$ cat src/hdl/ecg_defs.svh
// Purpose: constants of the engine clock-gate override bank
// Assumes: a 20-bit register port address and 32-bit data words
// Notes: definitions only, shared by the package and the bank
`ifndef ECG_DEFS_SVH
`define ECG_DEFS_SVH

`define ECG_ADDR_W 20
`define ECG_DATA_W 32
`define ECG_NUM_REGS 3

// register offsets on the register port
`define ECG_ENG0_OFS 20'h46020
`define ECG_ENG1_OFS 20'h46024
`define ECG_RAM0_OFS 20'h46028

// writable bits of each register; the rest are reserved
`define ECG_ENG0_MASK 32'hFFFFFFFF
`define ECG_ENG1_MASK 32'h07FFFFFF
`define ECG_RAM0_MASK 32'hFFFFFFFF

// contents after full device reset
`define ECG_ENG0_RST 32'h00000000
`define ECG_ENG1_RST 32'h00000000
`define ECG_RAM0_RST 32'h00000000

// field layout
`define ECG_ENG0_UNITS 32
`define ECG_ENG1_UNITS 27
`define ECG_RAM0_UNITS 30
`define ECG_COMP_A_BIT 22
`define ECG_COMP_B_BIT 21

`endif

$ cat src/hdl/ecg_pkg.sv
// Purpose: types of the engine clock-gate override bank
// Assumes: ecg_defs.svh provides the widths
// Notes: nothing here holds state
`include "ecg_defs.svh"

package ecg_pkg;

  // which register an address selects
  typedef enum logic [1:0] {
    ECG_SEL_ENG0,
    ECG_SEL_ENG1,
    ECG_SEL_RAM0,
    ECG_SEL_NONE
  } ecg_sel_t;

  // one access on the register port
  typedef struct packed {
    logic wr;
    logic rd;
    logic [`ECG_ADDR_W-1:0] addr;
    logic [`ECG_DATA_W-1:0] wdata;
  } ecg_req_t;

endpackage : ecg_pkg

$ cat src/hdl/ecg_gate_bank.sv
// Purpose: three gating-override registers that hold unit clocks running
// Assumes: one request at a time on REQ_I, synchronous to CLK_I
// Notes: contents survive the graphics reset; only RST_N_I clears them
`timescale 1ns/1ps
`include "ecg_defs.svh"

module ecg_gate_bank (
  input wire logic CLK_I,
  input wire logic RST_N_I,
  input wire logic GFX_RST_N_I,
  input wire ecg_pkg::ecg_req_t REQ_I,
  output logic [`ECG_DATA_W-1:0] RDATA_O,
  output logic RVALID_O,
  output logic [`ECG_ENG0_UNITS-1:0] ENG_GATE_OVR0_O,
  output logic [`ECG_ENG1_UNITS-1:0] ENG_GATE_OVR1_O,
  output logic [`ECG_RAM0_UNITS-1:0] RAM_GATE_OVR_O,
  output logic COMPANION_OVERRIDE_A_O,
  output logic COMPANION_OVERRIDE_B_O
);

  ////////////////////////////////////////////////////////////////////////////
  // decoding

  function automatic ecg_pkg::ecg_sel_t decode_sel(input logic [`ECG_ADDR_W-1:0] addr);
    if (addr == `ECG_ENG0_OFS)
    begin
      decode_sel = ecg_pkg::ECG_SEL_ENG0;
    end
    else if (addr == `ECG_ENG1_OFS)
    begin
      decode_sel = ecg_pkg::ECG_SEL_ENG1;
    end
    else if (addr == `ECG_RAM0_OFS)
    begin
      decode_sel = ecg_pkg::ECG_SEL_RAM0;
    end
    else
    begin
      decode_sel = ecg_pkg::ECG_SEL_NONE;
    end
  endfunction : decode_sel

  function automatic logic [`ECG_DATA_W-1:0] sel_mask(input ecg_pkg::ecg_sel_t sel);
    case (sel)
      ecg_pkg::ECG_SEL_ENG0: sel_mask = `ECG_ENG0_MASK;
      ecg_pkg::ECG_SEL_ENG1: sel_mask = `ECG_ENG1_MASK;
      ecg_pkg::ECG_SEL_RAM0: sel_mask = `ECG_RAM0_MASK;
      default: sel_mask = 32'h00000000;
    endcase
  endfunction : sel_mask

  function automatic logic [`ECG_DATA_W-1:0] sel_reset(input ecg_pkg::ecg_sel_t sel);
    case (sel)
      ecg_pkg::ECG_SEL_ENG0: sel_reset = `ECG_ENG0_RST;
      ecg_pkg::ECG_SEL_ENG1: sel_reset = `ECG_ENG1_RST;
      default: sel_reset = `ECG_RAM0_RST;
    endcase
  endfunction : sel_reset

  ecg_pkg::ecg_sel_t sel;
  logic acc_ok;
  logic [`ECG_DATA_W-1:0] regs_q [`ECG_NUM_REGS];
  logic [`ECG_DATA_W-1:0] regs_d [`ECG_NUM_REGS];

  // the port is held off while the graphics reset is low, so nothing moves
  assign sel = decode_sel(REQ_I.addr);
  assign acc_ok = GFX_RST_N_I;

  ////////////////////////////////////////////////////////////////////////////
  // storage

  for (genvar g = 0; g < `ECG_NUM_REGS; g++)
  begin : g_reg
    localparam ecg_pkg::ecg_sel_t MY_SEL = ecg_pkg::ecg_sel_t'(2'(g));

    always_comb
    begin
      regs_d[g] = regs_q[g];
      if (acc_ok && REQ_I.wr && sel == MY_SEL)
      begin
        regs_d[g] = REQ_I.wdata & sel_mask(MY_SEL);
      end
    end

    // only the device reset touches these; graphics reset is not wired here
    always_ff @(posedge CLK_I or negedge RST_N_I)
    begin
      if (!RST_N_I)
      begin
        regs_q[g] <= sel_reset(MY_SEL);
      end
      else
      begin
        regs_q[g] <= regs_d[g];
      end
    end
  end

  ////////////////////////////////////////////////////////////////////////////
  // read path

  logic [`ECG_DATA_W-1:0] rdata_q;
  logic [`ECG_DATA_W-1:0] rdata_d;
  logic rvalid_q;
  logic rvalid_d;

  // unmapped addresses answer zero so software never sees stale data
  always_comb
  begin
    rdata_d = 32'h00000000;
    rvalid_d = 1'b0;
    if (acc_ok && REQ_I.rd)
    begin
      rvalid_d = 1'b1;
      if (sel != ecg_pkg::ECG_SEL_NONE)
      begin
        rdata_d = regs_q[sel] & sel_mask(sel);
      end
    end
  end

  always_ff @(posedge CLK_I or negedge RST_N_I)
  begin
    if (!RST_N_I)
    begin
      rdata_q <= 32'h00000000;
      rvalid_q <= 1'b0;
    end
    else
    begin
      rdata_q <= rdata_d;
      rvalid_q <= rvalid_d;
    end
  end

  assign RDATA_O = rdata_q;
  assign RVALID_O = rvalid_q;

  ////////////////////////////////////////////////////////////////////////////
  // override lines

  // no resync stage: a gate cell sees the new level one edge after the write
  assign ENG_GATE_OVR0_O = regs_q[0];
  assign ENG_GATE_OVR1_O = regs_q[1][`ECG_ENG1_UNITS-1:0];
  assign RAM_GATE_OVR_O = regs_q[2][`ECG_RAM0_UNITS-1:0];
  assign COMPANION_OVERRIDE_A_O = regs_q[1][`ECG_COMP_A_BIT];
  assign COMPANION_OVERRIDE_B_O = regs_q[1][`ECG_COMP_B_BIT];

  logic wr_eng0;
  logic wr_eng1;
  logic wr_ram0;
  assign wr_eng0 = acc_ok && REQ_I.wr && sel == ecg_pkg::ECG_SEL_ENG0;
  assign wr_eng1 = acc_ok && REQ_I.wr && sel == ecg_pkg::ECG_SEL_ENG1;
  assign wr_ram0 = acc_ok && REQ_I.wr && sel == ecg_pkg::ECG_SEL_RAM0;
endmodule : ecg_gate_bank

$ cat config.mk
export PLATFORM = sky130hd
export DESIGN_NAME = ecg_gate_bank
export DESIGN_NICKNAME = d
export VERILOG_FILES = /design/src/hdl/ecg_pkg.sv /design/src/hdl/ecg_gate_bank.sv
export VERILOG_INCLUDE_DIRS = /design/src /design/src/hdl
export SDC_FILE = /design/constraint.sdc
export NUM_CORES = 1
export LEC_CHECK = 0
export ABC_AREA = 1
export BUFFER_PORTS_ARGS = -buffer_cell sky130_fd_sc_hd__clkbuf_2
export CAP_MARGIN = 20
export CORE_UTILIZATION = 47
export DETAILED_ROUTE_END_ITERATION = 10
export GPL_TIMING_DRIVEN = 0
export PLACE_DENSITY = 0.77
export SYNTH_ARGS = -nofsm -noshare
export SYNTH_HDL_FRONTEND = slang
export SYNTH_SLANG_ARGS = --single-unit
$ cat constraint.sdc
create_clock -name CLK_I -period 0.8 [get_ports CLK_I]
set_clock_uncertainty 0.1 [all_clocks]
set_input_delay 0 -clock CLK_I [delete_from_list [all_inputs] [get_ports CLK_I]]
set_output_delay 0 -clock CLK_I [all_outputs]
set_load 0.1 [all_outputs]
==> results of run 1 <==
-- kinds of logic after synthesis --
logic type,Yosys count,share of synthesized area
compound gates,123,0.0998
buf+inv,233,0.204
flops,124,0.503
simple gates,246,0.193
-- synthesized netlist by cell type --
master      n
or2_1       1
buf_2      13
o21ai_1    46
nor2_2      4
inv_1      98
dfrtp_1   124
nand3_2     1
nor2_1     21
nor2_8      1
nand4_4     1
nand4_1    54
nand2_2     1
o21ai_0    50
a21oi_1    27
nand3b_1    1
nand3_1    27
buf_4      96
nand3_4     2
nand2_1   128
buf_6       1
or2_2       4
clkbuf_1   22
inv_2       3
-- per-stage QoR --
step / util / hold WS [ns] / setup slack [ns]
detailed placement: 0.592 / -0.134 / -0.873
global placement: 0.589 / 0.144 / -2.64
floorplan: - / -0.396 / -0.391
==> run metrics, run 1 <==
root buffer cell clkbuf_16; top cell type's share of synthesized area 0.503; fraction of the yosys area taken by sequential cells 0.503; Halt Stage clock tree synthesis (4_1_cts); cell taking the most area after synthesis dfrtp_1; Bufs on Longest Clock Path 2; Die H 117 um; Setup Fix Bufs, Post-CTS 109; Synth area leaders dfrtp_1 50%, buf_4 12%, nand2_1 7.8%, inv_1 6.0%, nand4_1 5.5%; clock sink total 124; mean post-synth cell area 8.49 um2; HPWL after DPL 11600 um; Ys Warns 0; #FFs+latches synth 124; Die Wd 117 um; post-cts sizing count 662; Core Rows 41; synth unique cells 23; GP Congestion 0.812; # hold bufs at CTS 32; Starting Density 0.485; Stop Error [ERROR DPL-0038] Utilization greater than 100%, impossible to legalize; IO Port Bufs 180; # IOs 181; Post-DP Area 7530 um2; CTS Buf Count 17; H-Tree Level Count 4; synthesized cell area 6170 um2; placed cell count 1079; outcome stopped before the end; Mapped Nets 783; Synth Instances 726
==> run 2: changes to the inputs <==
Settings changed: CORE_UTILIZATION 47 to 40, PLACE_DENSITY 0.77 to unset, PLACE_DENSITY_LB_ADDON set to 0.15.
Clock period 0.8 ns to 1.05 ns, I/O delays scaled along.
==> run 2 against run 1 <==
Compared with the run above: the flow now finishes, with violations (hold timing, setup timing); area after synthesis did not move; synthesized cell count did not move.
==> run metrics, run 2 <==
Crit. End Element output pin; Hold Fails Final Rpt 12; Mapped Nets 783 (unchanged); n_diodes 0; crit path kind flop to output pin; nets 1111; largest net degree at the start of global routing 113; compound-cell area share of the yosys netlist 0.0998 (unchanged); synthesized cell area 6170 um2 (unchanged); fill count 777; worst skew pair latency 0.42 ns; Startpoint Class flop; most common cell after layout, fill and taps aside dfrtp_1; Crit path largest cell delay 0.49 ns; Tcrit/Tclk final 1.26; H-Tree Level Count 4 (unchanged); Critical Path AT 1.22 ns; CP required 0.95 ns; Fin Hold WS -0.116 ns; Final WS setup -0.269 ns; Final Cell Area 12500 um2; global route hottest layer met2; Least-Margin Pin Slew 0.607 ns; Final Power 10900 uW; Ys Warns 0 (unchanged); Synth Flop Type dfrtp_1; Synth Area in XOR/XNOR 0 (unchanged); TritonCTS clock tree built; drt first pass iters 7; Peak VDD IR 1120 uV; CTS clk-pin slew, worst paths 0.06 ns; total grt overflow 0; cell taking the most area after synthesis dfrtp_1; Synth Area in Simple Gates 0.193 (unchanged); GR Util met2 0.544; Rel. slew slack 0.595; IO Port Bufs 180 (unchanged); Post-DP Area 7500 um2 (-0.37%); mux share of post-synthesis cell area 0 (unchanged); Synth area leaders dfrtp_1 50%, buf_4 12%, nand2_1 7.8%, inv_1 6.0%, nand4_1 5.5%; P&R area growth vs syn 103%; CTS Buf Count 17 (unchanged); Core ar. 15100 um2; Leak 0.00589 uW; EDFF count, synth 0 (unchanged); DRT antenna net count 0; met1 Use GR 0.353; outcome complete, but fails checks; initial antenna violation count 0; most frequent cells in the layout 120 x dfrtp_1, 114 x clkbuf_16, 100 x buf_6; Die H 126 um (+8.3%); Die Wd 126 um (+8.3%); vias 6677; Starting Density 0.407 (-0.0776); average wire per standard cell 20.4 um; root buffer cell clkbuf_16; critical-path cell list buf_6, clkbuf_16; failing checks hold timing, setup timing; First DRT Iteration DRCs 688; minimum clock period 1.32 ns; synth unique cells 23 (unchanged); Max-Cap Viols 0; clock sink total 124 (unchanged); HPWL after DPL 12100 um (+4.4%); Synth Instances 726 (unchanged); DRC viols 0; largest family of logic cells by synthesized area buffers and inverters; Post-synth top cells 128 x nand2_1, 124 x dfrtp_1, 98 x inv_1; GP Congestion 0.779 (-4.0%); fraction of the yosys area taken by sequential cells 0.503 (unchanged); top cell type's share of synthesized area 0.503 (unchanged); vias per std cell 5.32; Setup TNS -17.55 ns; pre-CTS WS -0.600 ns (+0.273 ns); first-pass GRT wire length 36300 um; Post-Synth Adder-Cell Area 0 (unchanged); top-count cell post-synth nand2_1; share of cells above drive strength 1 0.555; #FFs+latches synth 124 (unchanged); HP Class input port to async pin; RSZ-0062 raised after global routing yes; PwrDens 873 nW/um2; CP Max Fanout 3; # IOs 181 (unchanged); gr usage total 0.305; Die Area 15900 um2; mean post-synth cell area 8.49 um2 (unchanged); Max Transition Viols Final 0; final WL 25600 um; vias in the first global route 6631; met3 Use GR 0.0590; Bufs on Longest Clock Path 2 (unchanged); Synth async-reset ratio 1.00 (unchanged); Setup-failing EPs final 172; # hold bufs at CTS 34 (+6.3%); FMAX 0.758 GHz; critical-path cell with the highest stage delay dfrtp_4; Core Rows 45 (+9.8%)
[run 2: cell families (layout without fill, tap and decap cells)]
kind of cell           Yosys count  after routing
AND/OR/NAND/NOR                246            249
buffers and inverters          233            570
flip-flops                     124            124
AO/OA/AOI/OAI                  123            123
[run 2: worst paths after layout]
check                                             from                     end  slack (ns)  depth (start not counted)
worst max register to register     ENG_GATE_OVR0_O[16]             RDATA_O[16]       -0.09                          5
min in group CLK_I                           REQ_I[35]      ENG_GATE_OVR0_O[1]        0.02                          5
worst min register to register              regs_q[31]              regs_q[31]        0.39                          2
max in group asynchronous                      RST_N_I  COMPANION_OVERRIDE_A_O        0.12                          3
worst max-delay path            COMPANION_OVERRIDE_A_O     ENG_GATE_OVR1_O[22]       -0.27                          2
worst min-delay path                           RST_N_I      ENG_GATE_OVR1_O[4]       -0.12                          2
[run 2: critical path, delay by kind of cell (launching register included)]
family   cells  cell delay, ns
buf+inv      2            0.31
flops        1            0.49
[run 2: routing by layer]
layer / vias to the layer above / routed length (um)
met5: - / 0
met4: 0 / 901
met3: 76 / 1430
met2: 374 / 13900
met1: 3307 / 9370
li1: 2920 / -
[run 2: through the flow]
step | util | cells
detailed placement | 0.495 | 1095
CTS | 0.755 | 1219
floorplan | - | 726
finish | 0.825 | 1254
global route | 0.825 | 1254
global placement | 0.493 | 1094
[run 2: repair_timing]
action,4_1_cts,5_1_grt
cloned,5,6
setup endpoints to repair,211,247
endpoints found under the hold margin,220,12
buffers inserted,90,44
resized for setup,457,262
pin swaps,16,72
[run 2: cell type report]
class,count,area [um2],area share
clock inverter,7,38.8,0.00310
buffer,90,1050,0.0839
inverter,101,408,0.0326
multi-input combinational,372,2350,0.188
timing repair buffer,348,4800,0.384
clock buffer,24,502,0.0402
tap,188,235,0.0188
sequential,124,3110,0.249
[run 2: where the power goes]
part | internal (uW) | total (uW) | leakage (uW) | switching (uW)
Combinational | 263 | 651 | 0.00389 | 388
Sequential | 4780 | 4780 | 0.00172 | 1.54
Clock | 3290 | 5470 | 0.000275 | 2180
Total | 8340 | 10900 | 0.00589 | 2570
No activity file was read; power rests on OpenSTA's default activity.
==> run 3: changes to the inputs <==
Settings changed: ABC_AREA 1 to 0, CTS_BUF_LIST set to sky130_fd_sc_hd__clkbuf_8.
==> run 3 against run 2 <==
Compared with the run above: the flow still finishes with violations (hold timing, setup timing); flip-flop and latch count is the same; cell count shrank 23%; combinational power shrank 15%; routed wire length shrank 27%; synthesized cell count shrank 37%; non-clock buffer count shrank 35; die area shrank 3.6%; clock power shrank 24%; critical path type is now input port to flop; critical endpoint is now RAM_GATE_OVR_O[27].
==> run metrics, run 3 <==
Reg2Reg Depth 5 (unchanged); synthesized cell area 5940 um2 (-3.7%); n_diodes 0 (unchanged); Tcrit/Tclk final 1.53 (+0.271); Critical Path AT 1.83 ns (+0.61 ns); root buffer cell clkbuf_8; Peak VDD IR 581 uV (-48%); total grt overflow 0 (unchanged); Core ar. 14500 um2 (-4.0%); IO Port Bufs 178 (-1.1%); Synth async-reset ratio 1.00 (unchanged); DRC viols 0 (unchanged); First DRT Iteration DRCs 161 (-77%); final WL 18700 um (-27%); mean post-synth cell area 12.9 um2 (+52%); vias in the first global route 5027 (-24%); CTS clk-pin slew, worst paths 0.07 ns (about the same); share of cells above drive strength 1 0.667 (+0.111); Flop pwr share 0.504 (+0.065); clock sink total 124 (unchanged); Setup TNS -78.31 ns (-60.76 ns); Startpoint Class input port; Synth Instances 461 (-37%); minimum clock period 1.60 ns (+0.285 ns); Starting Density 0.409 (+0.00147); sequential cell area 3110 um2 (about the same); Rel. slew slack 0.543 (-0.0521); H-Tree Level Count 4 (unchanged); nets 827 (-26%); CP Max Fanout 10 (+7); vias per std cell 4.81 (-9.7%); P&R area growth vs syn 92.0%; outcome complete, but fails checks; fraction of the yosys area taken by sequential cells 0.523 (+0.0193); Post-synth top cells 124 x dfrtp_1, 89 x buf_4, 59 x mux2_2; Die Area 15300 um2 (-3.6%); DRT antenna net count 0 (unchanged); most common cell after layout, fill and taps aside dfrtp_1; top cell type's share of synthesized area 0.523 (+0.0193); failing checks hold timing, setup timing; crit path kind input port to flop; cell taking the most area after synthesis dfrtp_1; top-count cell post-synth dfrtp_1; Hold Fails Final Rpt 11 (-1); average wire per standard cell 19.3 um (-5.5%); Ys Warns 0 (unchanged); Fin Hold WS -0.0314 ns (+0.0845 ns); # IOs 181 (unchanged); GP Congestion 0.743 (-4.7%); synth unique cells 27 (+17%); Setup-failing EPs final 247 (+44%); Least-Margin Pin Slew 0.685 ns (+0.0781 ns); #FFs+latches synth 124 (unchanged); RSZ-0062 raised after global routing yes; combinational fraction of design power 0.059 (about the same); HPWL after DPL 9460 um (-22%); Final WS setup -0.554 ns (-0.285 ns); Core Rows 44 (-2.2%); Mapped Nets 518 (-34%); drt first pass iters 4 (-3); worst skew pair latency 0.45 ns (+0.03 ns); Die Wd 124 um (-1.8%); FMAX 0.623 GHz (-18%); P_sw 2230 uW (-13%); Crit. End Element flop; Synth area leaders dfrtp_1 52%, buf_4 11%, mux2_2 11%, mux2_4 7.6%, mux2i_1 5.4%; HP Class input port to async pin; largest net degree at the start of global routing 71 (-37%); area of the multi-input gates 2290 um2 (-2.3%); most frequent cells in the layout 122 x dfrtp_1, 97 x clkbuf_16, 88 x buf_4; Sw Share 0.236 (about the same); Int Power 7250 uW (-13%); initial antenna violation count 0 (unchanged); EDFF count, synth 0 (unchanged); vias 4647 (-30%); gr usage total 0.244 (-0.0614); CTS Buf Count 17 (unchanged); PwrDens 831 nW/um2 (-4.8%); Leak 0.00559 uW (-5.2%); Bufs on Longest Clock Path 2 (unchanged); Max Transition Viols Final 0 (unchanged); Max-Cap Viols 0 (unchanged); first-pass GRT wire length 27000 um (-26%); fill count 821 (+5.7%); Die H 124 um (-1.8%); clock share of power 0.437 (-0.065); TritonCTS clock tree built; CP required 1.27 ns (+0.32 ns); Synth Flop Type dfrtp_1
[run 3: changes by cell type in the layout (fill, tap and decap cells not counted), moves of 22 or more]
cell / change
o21ai_1: -71
inv_2: -32
mux2_4: +57
nand4_1: -54
mux2_2: +34
inv_1: -59
nand2_1: -92
o21ai_2: -22
mux2i_1: +32
buf_6: -25
[run 3: layout make-up]
| cell class | instances | share of cell area |
|---|---|---|
| plain buffers | 89 | 0.0911 |
| clock buffers | 20 | 0.0241 |
| clock inverters | 12 | 0.00933 |
| multi-input cells | 224 | 0.201 |
| flip-flops and latches | 124 | 0.273 |
| well taps | 184 | 0.0202 |
| repair buffers | 314 | 0.382 |
[run 3: cells by family (layout without fill, tap and decap cells)]
family | after synthesis | count (layout) | synth area share
DFF | 124 | 124 | 0.523
muxes | 123 | 123 | 0.245
buffers and inverters | 113 | 435 | 0.146
and+or+nand+nor | 74 | 74 | 0.0632
AOI/OAI and AO/OA | 27 | 27 | 0.0228
[run 3: final timing paths]
| kind | start | to | slack, ns |
|---|---|---|---|
| setup reg to reg | COMPANION_OVERRIDE_B_O | RDATA_O[21] | -0.37 |
| setup / recovery | REQ_I[38] | RAM_GATE_OVR_O[27] | -0.55 |
| hold / removal | RST_N_I | ENG_GATE_OVR1_O[20] | -0.03 |
| min in group CLK_I | REQ_I[52] | RDATA_O[3] | 0.07 |
| max in group asynchronous | RST_N_I | RDATA_O[2] | 0.15 |
| hold reg to reg | regs_q[30] | regs_q[30] | 0.43 |
[run 3: critical path, cell delays in order]
cell and delay, ns:
buf_6 0.09, or4_4 0.54, nor4_4 0.31, and4b_1 0.26, buf_6 0.15, buf_12 0.16, mux2_4 0.31
[run 3: through the flow]
step           instance area, um2  instances  setup WS, ns  total power, uW   util
4_1_cts                     11000        951        -0.570             9530  0.757
3_5_place_dp                 7130        824         -1.11             5290  0.491
5_1_grt                     11400        967        -0.606             9820  0.785
3_3_place_gp                 7090        823         -2.55             5270  0.488
6_report                    11400        967        -0.554             9480  0.785
2_1_floorplan                5970        461        -0.781             4990      -
[run 3: power groups by stage]
stage | logic [uW] | clock network, uW | registers (uW)
after detailed placement | 424 | 0 | 4870
after floorplan | 107 | 0 | 4880
after global placement | 399 | 0 | 4870
after CTS | 541 | 4210 | 4780
final | 556 | 4150 | 4780
after global routing | 597 | 4450 | 4770
[run 3: timing repair]
action | 4_1_cts | 5_1_grt
pin swaps | 32 | 2
endpoints found under the hold margin | 218 | 0
setup buffers | 82 | 16
endpoints found under the setup margin | 247 | 247
cloned | 3 | 3
gates resized for setup | 479 | 85
hold buffers | 34 | 0
[run 3: per-layer routing]
| metal | vias up | wire length [um] | GRT usage |
|---|---|---|---|
| li1 | 2085 | - | - |
| met1 | 2389 | 7470 | 0.283 |
| met2 | 142 | 10100 | 0.426 |
| met3 | 31 | 704 | 0.0568 |
| met4 | 0 | 395 | 0.108 |
| met5 | - | 0 | 0 |
